**config.mk**
```make
export PLATFORM = sky130hd
export DESIGN_NAME = bpgs_seq
export DESIGN_NICKNAME = d
export VERILOG_FILES = /design/src/common/bpgs_pkg.sv /design/src/design/bpgs_seq.sv /design/src/design/bpgs_sync.sv /design/src/design/bpgs_deglitch.sv
export SDC_FILE = /design/constraint.sdc
export NUM_CORES = 1
export LEC_CHECK = 0
export ABC_CLOCK_PERIOD_IN_PS = 42400
export BUFFER_PORTS_ARGS = -buffer_cell sky130_fd_sc_hd__buf_2
export CORE_MARGIN = 1.5
export CORE_UTILIZATION = 40
export CTS_CLUSTER_SIZE = 20
export DETAILED_ROUTE_END_ITERATION = 16
export REMOVE_ABC_BUFFERS = 1
export SLEW_MARGIN = 20
export SYNTH_ARGS = -nofsm -noshare
export SYNTH_HDL_FRONTEND = slang
export SYNTH_SLANG_ARGS = --single-unit
```
**constraint.sdc**
```tcl
create_clock -name pclk -period 42.4 [get_ports pclk]
set_input_delay 0 -clock pclk [delete_from_list [all_inputs] [get_ports pclk]]
set_output_delay 0 -clock pclk [all_outputs]
set_load 0.005 [all_outputs]
```
**src/common/bpgs_pkg.sv**
```systemverilog
// Package of constants and types for the buck protection and output-ok sequencer
package bpgs_pkg;
    // Clock rate in kHz, 40 MHz
    localparam int unsigned CLK_KHZ = 40000;
    // Deglitch and wait times in microseconds, as printed
    localparam int unsigned OV_DEG_US = 32;
    localparam int unsigned UV_WAIT_US = 256;
    localparam int unsigned OK_RISE_US = 64;
    localparam int unsigned OK_FALL_US = 32;
    // Cycle counts derived from the times
    localparam int unsigned OV_DEG_CYC = OV_DEG_US * CLK_KHZ / 1000;
    localparam int unsigned UV_WAIT_CYC = UV_WAIT_US * CLK_KHZ / 1000;
    localparam int unsigned OK_RISE_CYC = OK_RISE_US * CLK_KHZ / 1000;
    localparam int unsigned OK_FALL_CYC = OK_FALL_US * CLK_KHZ / 1000;
    // Hiccup length in tenths of a soft-start duration (10.5)
    localparam int unsigned HICCUP_TENTHS = 105;
    // Default soft-start duration in cycles, arbitrary default
    localparam int unsigned SS_CYC_DEF = 88000;
    // Timer width
    localparam int unsigned TW = 24;
    // APB register byte offsets
    localparam logic [7:0] CTRL_OFS = 8'h00;
    localparam logic [7:0] STAT_OFS = 8'h04;
    localparam logic [7:0] SSLEN_OFS = 8'h08;
    // Control field positions
    localparam int unsigned CTRL_FORCED_BIT = 0;
    localparam int unsigned CTRL_SWEN_BIT = 1;
    localparam logic [1:0] CTRL_RST = 2'h2;
    // Sequencer states
    typedef enum logic [2:0] {
        BPGS_OFF, BPGS_SS_DIS, BPGS_SS_WAIT, BPGS_SS_RAMP, BPGS_RUN, BPGS_OV, BPGS_HICCUP
    } bpgs_state_t;
endpackage : bpgs_pkg

```
**src/design/bpgs_seq.sv**
```systemverilog
// Supervisory sequencer: start-up, protection, discharge and output-ok control
`timescale 1ns/10ps
`default_nettype none
module bpgs_seq
    import bpgs_pkg::*;
(
    input wire logic pclk,
    input wire logic presetn,
    input wire logic ce,
    // APB slave
    input wire logic psel,
    input wire logic penable,
    input wire logic pwrite,
    input wire logic [7:0] paddr,
    input wire logic [31:0] pwdata,
    output logic [31:0] prdata,
    output logic pready,
    output logic pslverr,
    // Comparator flags from the analog side
    input wire logic turn_on_in,
    input wire logic supply_lockout_in,
    input wire logic vcc_lockout_in,
    input wire logic fb_in_window_in,
    input wire logic fb_out_window_in,
    input wire logic overvoltage_guard_in,
    input wire logic undervoltage_guard_in,
    input wire logic overcurrent_valley_in,
    input wire logic overcurrent_peak_in,
    input wire logic overtemp_in,
    input wire logic ramp_cap_low_in,
    input wire logic ref_above_fb_in,
    input wire logic ramp_done_in,
    input wire logic zero_current_in,
    input wire logic high_duty_in,
    // Controls to the power stage and the output-ok pin
    output logic ramp_charge,
    output logic ramp_discharge,
    output logic switch_enable,
    output logic high_side_block,
    output logic low_side_block,
    output logic rectifier_off,
    output logic freq_reduce,
    output logic discharge_on,
    output logic output_ok_flag_o,
    output logic output_ok_flag_oe
);
    localparam int unsigned NS = 15;

    logic [NS-1:0] raw;
    logic [NS-1:0] syn;
    bpgs_state_t state_q, state_d;
    logic [TW-1:0] hic_q, hic_d;
    logic [1:0] ctrl_q;
    logic [TW-1:0] sslen_q;
    logic ok_q, ok_d;
    logic [31:0] prdata_d;

    // Power stage is live only in the ramp and run states
    function automatic logic stage_live(input bpgs_state_t s);
        return (s == BPGS_SS_RAMP) || (s == BPGS_RUN);
    endfunction : stage_live

    // All pin-level comparator flags pass two flops
    assign raw = {high_duty_in, zero_current_in, ramp_done_in, ref_above_fb_in,
                  ramp_cap_low_in, overtemp_in, overcurrent_peak_in, overcurrent_valley_in,
                  undervoltage_guard_in, overvoltage_guard_in, fb_out_window_in,
                  fb_in_window_in, vcc_lockout_in, supply_lockout_in, turn_on_in};
    bpgs_sync #(.W(NS)) u_sync (
        .pclk(pclk),
        .presetn(presetn),
        .ce(ce),
        .din(raw),
        .dout(syn)
    );

    wire logic turn_on = syn[0];
    wire logic sup_lock = syn[1];
    wire logic vcc_lock = syn[2];
    wire logic fb_in_win = syn[3];
    wire logic fb_out_win = syn[4];
    wire logic ov_flag = syn[5];
    wire logic uv_flag = syn[6];
    wire logic oc_valley = syn[7];
    wire logic oc_peak = syn[8];
    wire logic hot = syn[9];
    wire logic cap_low = syn[10];
    wire logic ref_above = syn[11];
    wire logic ramp_done = syn[12];
    wire logic zero_cur = syn[13];
    wire logic high_duty = syn[14];

    // Global enable: turn-on, supply and regulator lockouts, thermal, software
    wire logic turn_off_cond = !turn_on;
    wire logic lock_cond = sup_lock || vcc_lock;
    wire logic go = !turn_off_cond && !lock_cond && !hot && ctrl_q[CTRL_SWEN_BIT];
    wire logic switching = stage_live(state_q);
    // Registered stage controls follow the next state, one decode shared
    wire logic live_d = stage_live(state_d);

    // Deglitch timers
    logic ov_done, uv_done, ok_rise_done, ok_fall_done;
    bpgs_deglitch u_ov (
        .pclk(pclk),
        .presetn(presetn),
        .ce(ce),
        .cond(ov_flag && switching),
        .limit(TW'(OV_DEG_CYC)),
        .done(ov_done)
    );
    bpgs_deglitch u_uv (
        .pclk(pclk),
        .presetn(presetn),
        .ce(ce),
        .cond(uv_flag && state_q == BPGS_RUN),
        .limit(TW'(UV_WAIT_CYC)),
        .done(uv_done)
    );
    bpgs_deglitch u_okr (
        .pclk(pclk),
        .presetn(presetn),
        .ce(ce),
        .cond(fb_in_win && state_q == BPGS_RUN),
        .limit(TW'(OK_RISE_CYC)),
        .done(ok_rise_done)
    );
    bpgs_deglitch u_okf (
        .pclk(pclk),
        .presetn(presetn),
        .ce(ce),
        .cond(fb_out_win),
        .limit(TW'(OK_FALL_CYC)),
        .done(ok_fall_done)
    );

    // Hiccup length: 10.5 soft-start durations
    wire logic [TW+7:0] hic_prod = sslen_q * (TW+8)'(HICCUP_TENTHS);
    wire logic [TW-1:0] hic_len = TW'(hic_prod / (TW+8)'(10));

    // Next-state logic
    always_comb begin
        state_d = state_q;
        hic_d = hic_q;
        if (!go) begin
            state_d = BPGS_OFF;
        end else begin
            unique case (state_q)
                BPGS_OFF: begin
                    state_d = cap_low ? BPGS_SS_WAIT : BPGS_SS_DIS;
                end
                BPGS_SS_DIS: begin
                    if (cap_low) begin
                        state_d = BPGS_SS_WAIT;
                    end
                end
                BPGS_SS_WAIT: begin
                    if (ref_above) begin
                        state_d = BPGS_SS_RAMP;
                    end
                end
                BPGS_SS_RAMP: begin
                    if (ov_done) begin
                        state_d = BPGS_OV;
                    end else if (ramp_done) begin
                        state_d = BPGS_RUN;
                    end
                end
                BPGS_RUN: begin
                    if (ov_done) begin
                        state_d = BPGS_OV;
                    end else if (uv_done) begin
                        state_d = BPGS_HICCUP;
                        hic_d = '0;
                    end
                end
                BPGS_OV: begin
                    if (!ov_flag) begin
                        state_d = BPGS_RUN;
                    end
                end
                BPGS_HICCUP: begin
                    if (hic_q >= hic_len) begin
                        state_d = BPGS_SS_DIS;
                    end else begin
                        hic_d = hic_q + 1'b1;
                    end
                end
            endcase
        end
    end

    // State and hiccup timer registers
    always_ff @(posedge pclk or negedge presetn) begin
        if (!presetn) begin
            state_q <= BPGS_OFF;
            hic_q <= '0;
        end else if (ce) begin
            state_q <= state_d;
            hic_q <= hic_d;
        end
    end

    // Output-ok: released after in-window deglitch, pulled low on faults
    always_comb begin
        ok_d = ok_q;
        if (!go || ok_fall_done || state_q != BPGS_RUN) begin
            ok_d = 1'b0;
        end else if (ok_rise_done) begin
            ok_d = 1'b1;
        end
    end

    // Power-stage controls, registered
    always_ff @(posedge pclk or negedge presetn) begin
        if (!presetn) begin
            ok_q <= 1'b0;
            ramp_charge <= 1'b0;
            ramp_discharge <= 1'b0;
            switch_enable <= 1'b0;
            high_side_block <= 1'b1;
            low_side_block <= 1'b1;
            rectifier_off <= 1'b0;
            freq_reduce <= 1'b0;
            discharge_on <= 1'b0;
        end else if (ce) begin
            ok_q <= ok_d;
            ramp_charge <= (state_d == BPGS_SS_WAIT) || (state_d == BPGS_SS_RAMP)
                || (state_d == BPGS_RUN);
            ramp_discharge <= (state_d == BPGS_SS_DIS) || (state_d == BPGS_HICCUP);
            switch_enable <= live_d;
            // Cycle-by-cycle limits block the offending switch
            high_side_block <= !live_d || oc_peak;
            low_side_block <= !live_d || oc_valley;
            // Rectifier stays on at zero current only in the forced variant
            rectifier_off <= !ctrl_q[CTRL_FORCED_BIT] && zero_cur;
            freq_reduce <= high_duty;
            discharge_on <= (state_d == BPGS_OFF && (turn_off_cond || hot))
                || state_d == BPGS_OV || state_d == BPGS_HICCUP;
        end
    end

    // Open-drain pin: enabled (pulling low) unless output is ok
    assign output_ok_flag_o = 1'b0;
    assign output_ok_flag_oe = !ok_q;

    // APB decode
    wire logic sel_ctrl = (paddr == CTRL_OFS);
    wire logic sel_stat = (paddr == STAT_OFS);
    wire logic sel_sslen = (paddr == SSLEN_OFS);
    wire logic hit = sel_ctrl || sel_stat || sel_sslen;
    wire logic acc = psel && penable;
    wire logic wr = acc && pwrite && ce;
    assign pready = 1'b1;
    assign pslverr = acc && !hit;

    // Read mux
    always_comb begin
        prdata_d = 32'h0000_0000;
        if (sel_ctrl) begin
            prdata_d = {30'h0, ctrl_q};
        end else if (sel_stat) begin
            prdata_d = {20'h0_0000, ok_q, discharge_on, switch_enable, hot, ov_flag, uv_flag,
                        lock_cond, turn_on, 1'b0, state_q};
        end else if (sel_sslen) begin
            prdata_d = {8'h00, sslen_q};
        end
    end

    // Register writes and registered read data
    // Clock enable low freezes the registers and the read data alike
    always_ff @(posedge pclk or negedge presetn) begin
        if (!presetn) begin
            ctrl_q <= CTRL_RST;
            sslen_q <= TW'(SS_CYC_DEF);
            prdata <= 32'h0000_0000;
        end else if (ce) begin
            if (wr && sel_ctrl) begin
                ctrl_q <= pwdata[1:0];
            end
            if (wr && sel_sslen) begin
                sslen_q <= pwdata[TW-1:0];
            end
            if (psel && !penable && !pwrite) begin
                prdata <= prdata_d;
            end
        end
    end
endmodule : bpgs_seq
`default_nettype wire

```
**src/design/bpgs_sync.sv**
```systemverilog
// Two-flop synchroniser bank for comparator inputs
`timescale 1ns/10ps
`default_nettype none
module bpgs_sync #(
    parameter int unsigned W = 8
) (
    input wire logic pclk,
    input wire logic presetn,
    input wire logic ce,
    input wire logic [W-1:0] din,
    output logic [W-1:0] dout
);
    logic [W-1:0] meta_q;
    // First stage is read only by the second stage
    always_ff @(posedge pclk or negedge presetn) begin
        if (!presetn) begin
            meta_q <= '0;
            dout <= '0;
        end else if (ce) begin
            meta_q <= din;
            dout <= meta_q;
        end
    end
endmodule : bpgs_sync
`default_nettype wire

```
**src/design/bpgs_deglitch.sv**
```systemverilog
// Qualifying-condition counter that restarts when its condition drops
`timescale 1ns/10ps
`default_nettype none
module bpgs_deglitch
    import bpgs_pkg::*;
(
    input wire logic pclk,
    input wire logic presetn,
    input wire logic ce,
    input wire logic cond,
    input wire logic [TW-1:0] limit,
    output logic done
);
    logic [TW-1:0] cnt_q;
    wire logic expired = (cnt_q >= limit);
    // Count while condition holds, restart on drop
    always_ff @(posedge pclk or negedge presetn) begin
        if (!presetn) begin
            cnt_q <= '0;
            done <= 1'b0;
        end else if (ce) begin
            if (!cond) begin
                cnt_q <= '0;
                done <= 1'b0;
            end else if (!expired) begin
                cnt_q <= cnt_q + 1'b1;
            end else begin
                done <= 1'b1;
            end
        end
    end
endmodule : bpgs_deglitch
`default_nettype wire

```
# Word-level counts from Yosys, hierarchy flattened
# Cells that the tools add are included.
[word_totals]
word_cells = 157
n_memories = 0
romBits = 0
latchBits = 0
ram_bits = 0
in_bits = 61
register_bits = 224
output_inout_bits = 44
[op_classes]
n_eq_ne = 26
bitwise = 0
n_mux = 36
shifts = 0
reduce_logical = 59
div = 1
order_cmp = 5
n_mul = 1
n_addsub = 5
[op_table]
columns = ["cell", "n"]
rows = [
  ["2-to-1 mux 24 bit", 12],
  ["adder 24 x 1 -> 24 bit, second input constant", 5],
  ["2-to-1 mux 32 bit", 2],
  [">= comparator 24 x 11 -> 1 bit, second input constant", 2],
  ["case mux 24 bit (2 select lines)", 1],
  ["divider 31 x 4 -> 32 bit, second input constant", 1],
  ["multiplier 24 x 7 -> 31 bit, second input constant", 1],
  ["2-to-1 mux 3 bit", 9],
  [">= comparator 24 x 12 -> 1 bit, second input constant", 1],
  [">= comparator 24 x 14 -> 1 bit, second input constant", 1],
  [">= comparator 24 bit", 1],
  ["AND reduction 2 bit", 12],
  ["case mux 3 bit (7 select lines)", 1],
  ["equality test 3 bit, second input constant", 6],
  ["!= test 2 bit, second input constant", 9],
  ["logical AND 1 bit", 16],
  ["logical OR 1 bit", 15],
  ["equality test 3 x 2 -> 1 bit, second input constant", 4],
  ["logical NOT 1 bit", 10],
  ["2-to-1 mux 1 bit", 10],
  ["equality test 8 x 3 -> 1 bit, second input constant", 1],
  ["equality test 8 x 4 -> 1 bit, second input constant", 1],
  ["logical NOT 8 bit", 1],
  ["equality test 3 x 1 -> 1 bit, second input constant", 2],
  ["6 further kinds", 9],
]

# Depth between registers and ports, before layout
# Gate-level depths: netlist of run 1.
[depth]
depth_word = 10
mapped_depth = 163
ltp_nobuf = 141

# By module
# Synthesis of run 1 repeated with hierarchy kept, for this count alone.
[hier_totals]
cells_unflattened = 4482
hier_area_um2 = 34285.4
[modules_own_cells]
columns = ["mod", "instances", "area_each_um2", "cells_per_inst", "seq_area_each_um2"]
rows = [
  ["bpgs_seq", 1, 24602.3, 3359, 2165.8],
  ["bpgs_deglitch", 4, 2112.0, 265, 625.6],
  ["bpgs_sync", 1, 1234.9, 63, 750.7],
]

# Worst setup path after synthesis of run 1
# No wires, ideal clock.
[synth_timing]
path_kind = "flip-flop to flip-flop"
startpoint = "register sslen_q[2]"
endpoint = "register hic_q[23]"
path_buffers = 12
stages_incl_launch_ff = 147
slack_ns = 9.561
synth_period_minus_slack_ns = 32.839
arrival_time_ns = 32.707
setup_time_ns = 0.132
required_ns = 42.268
path_cell_list = "dfrtp_1 buf_2 inv_1 ha_1 inv_1 fa_1 inv_1 ha_1 inv_1 fa_1 inv_1 ha_1 o211a_1 a21bo_2 a21oi_1 o211a_1 buf_4 nor4_1 [... 111 more ...] a21o_1 a21oi_1 nor2b_1 o21ai_0 nand2b_1 a21oi_1 nor2b_1 o21ai_0 nand2b_1 nor2b_1 nor2_1 and3_1 and4_1 nand4_1 nor2_1 nand4_1 xor2_1 nor2_1"
[synth_between]
elab_chain_len = 5
[synth_rtl]
columns = ["element", "line", "source"]
rows = [
  ["start: declaration", "bpgs_seq.sv:54", "logic [TW-1:0] sslen_q;"],
  ["start signal: assignment", "bpgs_seq.sv:273", "sslen_q <= TW'(SS_CYC_DEF);"],
  ["start signal: assignment", "bpgs_seq.sv:280", "sslen_q <= pwdata[TW-1:0];"],
  ["multiplier 24 x 7 -> 31 bit", "bpgs_seq.sv:136", "wire logic [TW+7:0] hic_prod = sslen_q * (TW+8)'(HICCUP_TENTHS);"],
  ["divider 31 x 4 -> 32 bit", "bpgs_seq.sv:137", "wire logic [TW-1:0] hic_len = TW'(hic_prod / (TW+8)'(10));"],
  [">= comparator 24 bit", "bpgs_seq.sv:181", "if (hic_q >= hic_len) begin"],
  ["!= test 2 bit (no source line)", "-", ""],
  ["AND reduction 6 bit (no source line)", "-", ""],
  ["end signal: assignment", "bpgs_seq.sv:198", "hic_q <= hic_d;"],
  ["end: declaration", "bpgs_seq.sv:52", "logic [TW-1:0] hic_q, hic_d;"],
]
# No other way between the ends.
# A chain may end at the register's enable or synchronous reset.

# Worst setup path in the final report of run 1
# Same ends and word-level chain as after synthesis.

==> results of run 1 <==
-- worst min path at each step --
stage / from / endpoint / slack (ps) / cells past startpoint
after floorplan: presetn / ctrl_q[0] / -300 / 0
after global placement: presetn / u_okf.cnt_q[10] / -2 / 1
after detailed placement: presetn / u_okf.cnt_q[3] / -5 / 1
after CTS: presetn / u_okr.cnt_q[20] / 10 / 2
after global routing: presetn / u_okr.cnt_q[20] / 40 / 2
final: presetn / u_okf.cnt_q[4] / -2 / 2
-- cell families after synthesis --
family | Yosys count | share of synthesized area
AO/OA/AOI/OAI | 1115 | 0.273
buffers and inverters | 355 | 0.0546
flip-flops | 216 | 0.180
XOR/XNOR | 293 | 0.0900
other | 2 | 0.000250
adder cells (fa/ha/maj) | 168 | 0.0790
multiplexers | 118 | 0.0421
AND/OR/NAND/NOR | 1622 | 0.281
-- state kept, by name, summed over array words and instances (netlist names), 2 cells and up --
signal and count:
sslen_q 24, u_okf.cnt_q 24, ctrl_q 2, u_sync.dout 15
u_sync.meta_q 15, state_q 3, hic_q 24, prdata 24
u_uv.cnt_q 24, u_okr.cnt_q 24, u_ov.cnt_q 24
-- stage by stage --
stage	instances	hold WS [ps]	util	instance area [um^2]	setup WS (ps)
floorplan	3712	-296	-	29100	5010
global placement	4968	-1.72	0.435	32300	2530
detailed placement	4968	-4.63	0.435	32300	2330
CTS	5059	11.3	0.452	33600	2220
global route	5067	36.4	0.454	33700	5.19
finish	5067	-1.56	0.454	33700	2870
-- layer usage --
| metal | share of wire | global-route usage |
|---|---|---|
| met5 | 0 | 0 |
| met4 | 0.028 | 0.0651 |
| met3 | 0.068 | 0.0309 |
| met2 | 0.44 | 0.394 |
| met1 | 0.46 | 0.349 |
-- cell usage in the layout (no fill, tap or decap), drive strengths merged, types with 54 or more instances in the layout --
cell    synthesis  routed
nor2          442     442
nand3         161     161
dfrtp         205     205
ha            127     127
and3           80      80
a31oi          79      79
a21oi         238     238
o211ai         60      60
xnor2         173     173
buf           107     293
nor3          127     127
nor4           74      74
o21ai         206     206
inv           168     170
xor2          116     116
mux2i          54      54
nand2         333     333
nand4          82      82
mux2           64      64
-- timing repair --
item	CTS	global route
setup buffers	0	5
setup endpoints to repair	0	33
resized for setup	0	12
hold buffers	49	0
endpoints found under the hold margin	123	0
-- cell type report --
cell class                      instances  area (um^2)  share of cell area
Antenna cell                            1         2.50           0.0000742
Clock buffer                           34          637              0.0189
Clock inverter                          8          138             0.00408
Inverter                              170          656              0.0194
Multi-Input combinational cell       3327        23100               0.687
Sequential cell                       216         5420               0.161
Tap cell                              969         1210              0.0360
Timing Repair Buffer                  342         2500              0.0741
-- worst max-delay path, delay by kind of cell (launching register included) --
kind,cells,cell delay (ps)
compound gates,60,16620
fa+ha+maj,6,2220
xor+xnor,5,1610
simple gates,49,14430
flops,1,640
buf+inv,15,2270
mux,4,1530
==> flow_summary.toml, run 1 <==
[global_route]
grt_use_total = 0.246
antenna_found_initial = 1
grt_pass1_wl_um = 157000
grt_pass1_vias = 28600
grt_max_degree = 76
globalRouteOverflowTotal = 0

[route]
num_vias = 31100
routed_wl_um = 98400
dr.pass1.iters = 6
drc = 0
ant_nets = 0
wire_per_inst_um = 19.4
drt_iter0_drc = 2780
via_per_inst = 6.14

[sta]
period_minus_slack_ps = 39530
rsz0062_at_grt = "false"
tns_ps = 0
finalSetupViolCount = 0
drv_slew = 0
worst_slew_pin_slew_ps = 1080
period_share = 0.932
clock-skew-final_ps = 33.3
timing.fmax_mhz = 25.3
hold_viol = 1
relSlewSlack = 0.268
whs_ps = -1.56

[run_status]
violations = "hold timing"
outcome = "finished, violations left"

[synthesis]
async_reset_ff_frac = 1.00
yosysWarnings = 0
synth_commonest_cells = "nor2_1 (437), nand2_1 (332), a21oi_1 (228), dfrtp_1 (205), xnor2_1 (167)"
netlist_area_um2 = 30000
synth-edff-count = 0
syn_avg_cell_area_um2 = 7.72
synthFlopType = "dfrtp_1"
synth_cell_type_count = 152
ys_seq_elements = 216
netlist.area_leader.share = 0.171
synth_area_leaders = "dfrtp_1 (17%), nor2_1 (5.5%), ha_1 (5.3%), xnor2_1 (4.9%), nand2_1 (4.2%)"
synthCells = 3889
yosysSeqAreaShare = 0.180
synth.most_common_cell = "nor2_1"
yosys.area.top_type = "dfrtp_1"

[floorplan]
ioPinCount = 105
dieArea_um2 = 76700
rows = 100
start_util = 0.404
coreArea_um2 = 74300
die_w_um = 277
die_h_um = 277

[worst_setup_path]
worstPathArrival_ps = 39960
crit_path_max_fanout = 20
start_kind = "flop"
reg2reg_depth = 139
worst_path_most_repeated_cell = "buf_4"
crit_start = "sslen_q[2]"
r2r_setup_slack_ps = 2870
endpoint = "hic_q[23]"
crit_type = "reg2reg"
slowest_delay_ps = 670
reg2reg_to = "hic_q[23]"
r2r-start = "sslen_q[2]"
critPathSlowestCell = "or4_1"
worstPathRequired_ps = 42830
cp-end-kind = "flop"

[cts]
cts_buffers = 23
clk_pin_slew_ps = 80
cts_max_level = 1
root_buffer = "clkbuf_16"
worstSkewPairLatency_ps = 560
numClockSinks = 216
clock_path_buffers = 3
cts_tree = "built"

[placement]
dpl.hpwl_um = 76400
gp_congestion = 0.982
port_buffers = 86

[layout]
fillers = 7605
layout.nets = 4305
syn2layout_area_growth_pct = 12.3
final_layout_size_suffix_gt1_frac = 0.147

[run]
max_cap_violations = 0

[hold_path]
hold_class = "in2async"
Power of run 1 is left out: the tool's default activity adds up to more than one toggle a clock period on the data nets, which glitch-free logic cannot reach.
==> run 2, diff against run 1 <==
--- a/config.mk
+++ b/config.mk
@@ -11,6 +11,7 @@
 export CORE_UTILIZATION = 40
 export CTS_CLUSTER_SIZE = 20
 export DETAILED_ROUTE_END_ITERATION = 16
+export MAX_ROUTING_LAYER = met4
 export REMOVE_ABC_BUFFERS = 1
 export SLEW_MARGIN = 20
 export SYNTH_ARGS = -nofsm -noshare
==> run 2 against run 1 <==
The flow now finishes without violations. Worst setup slack worse by 450 ps. Clock-buffer cell count shrank 3. Highest routed layer unchanged. Global-route usage is 0.95 points higher. First-iteration DRC count fell by 3.6%. Hold slack improved by 64 ps.
==> flow_summary.toml, run 2 (synthesized netlist as in run 1, its figures left out) <==
[cts]
clock_path_buffers = 3
cts_tree = "built"
root_buffer = "clkbuf_16"
worstSkewPairLatency_ps = 550
cts_buffers = 23
cts_max_level = 1
clk_pin_slew_ps = 80
numClockSinks = 216

[placement]
dpl-instance-area_um2 = 32400
gp_congestion = 0.978
dpl.hpwl_um = 77000
port_buffers = 86

[layout]
stdcell_area_um2 = 33700
layout.nets = 4313
final_layout_size_suffix_gt1_frac = 0.148
antennaDiodeCount = 0
layout_common_cells = "nor2_1 (436), nand2_1 (332), a21oi_1 (227)"
multi_input_comb_area_um2 = 23100
syn2layout_area_growth_pct = 12.2
final_common_cell = "nor2_1"
fillers = 7563
regArea_um2 = 5420

[sta]
tns_ps = 0
period_share = 0.943
relSlewSlack = 0.248
drv_slew = 0
finalSetupViolCount = 0
clock-skew-final_ps = 16.2
period_minus_slack_ps = 39980
hold_viol = 0
worst_slew_pin_slew_ps = 1120
timing.fmax_mhz = 25.0
rsz0062_at_grt = "false"

[worst_setup_path]
cp-end-kind = "flop"
slowest_delay_ps = 800
start_kind = "flop"
worstPathRequired_ps = 42820
worstPathArrival_ps = 40400
crit_path_max_fanout = 20
critPathSlowestCell = "a2111oi_1"
reg2reg_depth = 138
crit_type = "reg2reg"

[floorplan]
start_util = 0.404
rows = 100
die_w_um = 277
ioPinCount = 105
dieArea_um2 = 76700
coreArea_um2 = 74300
die_h_um = 277

[global_route]
grt_pass1_wl_um = 158000
grt_use_total = 0.256
antenna_found_initial = 1
grt_max_degree = 95
grt_pass1_vias = 28800
globalRouteOverflowTotal = 0

[route]
via_per_inst = 6.17
dr.pass1.iters = 6
drt_iter0_drc = 2681
ant_nets = 0
drc = 0
routed_wl_um = 99000
num_vias = 31300
wire_per_inst_um = 19.5

[run]
max_cap_violations = 0

[hold_path]
hold_class = "in2async"

[run_status]
outcome = "finished clean"
-- run 2: cell types whose count changed in the layout (fill, tap and decap cells not counted), sizes merged --
cell	previous run	this run
buf	293	301
diode	1	0
clkinvlp	0	1
bufinv	3	0
clkinv	5	8
clkbuf	34	31
inv	170	172
-- run 2: timing repair --
item                                    4_1_cts  5_1_grt
hold endpoints to repair                    146        0
gates resized for setup                       0        5
endpoints found under the setup margin        0       26
hold buffers                                 49        0
buffers inserted                              0        5
-- run 2: layer usage --
layer / up-vias / track usage / share of wire
met5: - / - / 0
met4: 0 / 0.0637 / 0.026
met3: 179 / 0.0250 / 0.065
met2: 1129 / 0.402 / 0.45
met1: 15000 / 0.352 / 0.46
li1: 15000 / - / -
-- run 2: area by class of cell --
type	instances	area share
timing repair buffer	350	0.0759
clock buffer	31	0.0192
inverter	170	0.0195
tap	969	0.0360
multi-input combinational	3327	0.686
sequential	216	0.161
clock inverter	11	0.00249
-- run 2: worst paths after layout --
path                                  from              end  slack [ps]
min in group pclk                     psel       sslen_q[8]         100
worst min-delay path               presetn  u_okf.cnt_q[19]          60
worst max-delay path            sslen_q[2]        hic_q[22]        2420
max in group asynchronous          presetn         hic_q[0]       40930
worst min register to register  prdata[17]       prdata[17]         470
worst max register to register  sslen_q[2]        hic_q[22]        2420
-- run 2: critical path: cells and delay by family, from the launching register on --
family / cells / cell delay [ps]
buf+inv: 15 / 2260
fa+ha+maj: 7 / 2630
flops: 1 / 660
mux: 4 / 1500
compound gates: 61 / 18250
simple gates: 44 / 12140
xor+xnor: 7 / 2290
-- run 2: stage by stage --
stage | worst slack (ps) | util | cells | hold slack [ps]
after floorplan | 5010 | - | 3712 | -296
after global placement | 2660 | 0.436 | 4977 | 78.7
after detailed placement | 2570 | 0.436 | 4977 | 72.7
after CTS | 2400 | 0.452 | 5068 | 70.4
after global routing | 15.4 | 0.453 | 5074 | 121
final | 2420 | 0.453 | 5074 | 62.4
Power of run 2 is left out for the same reason.
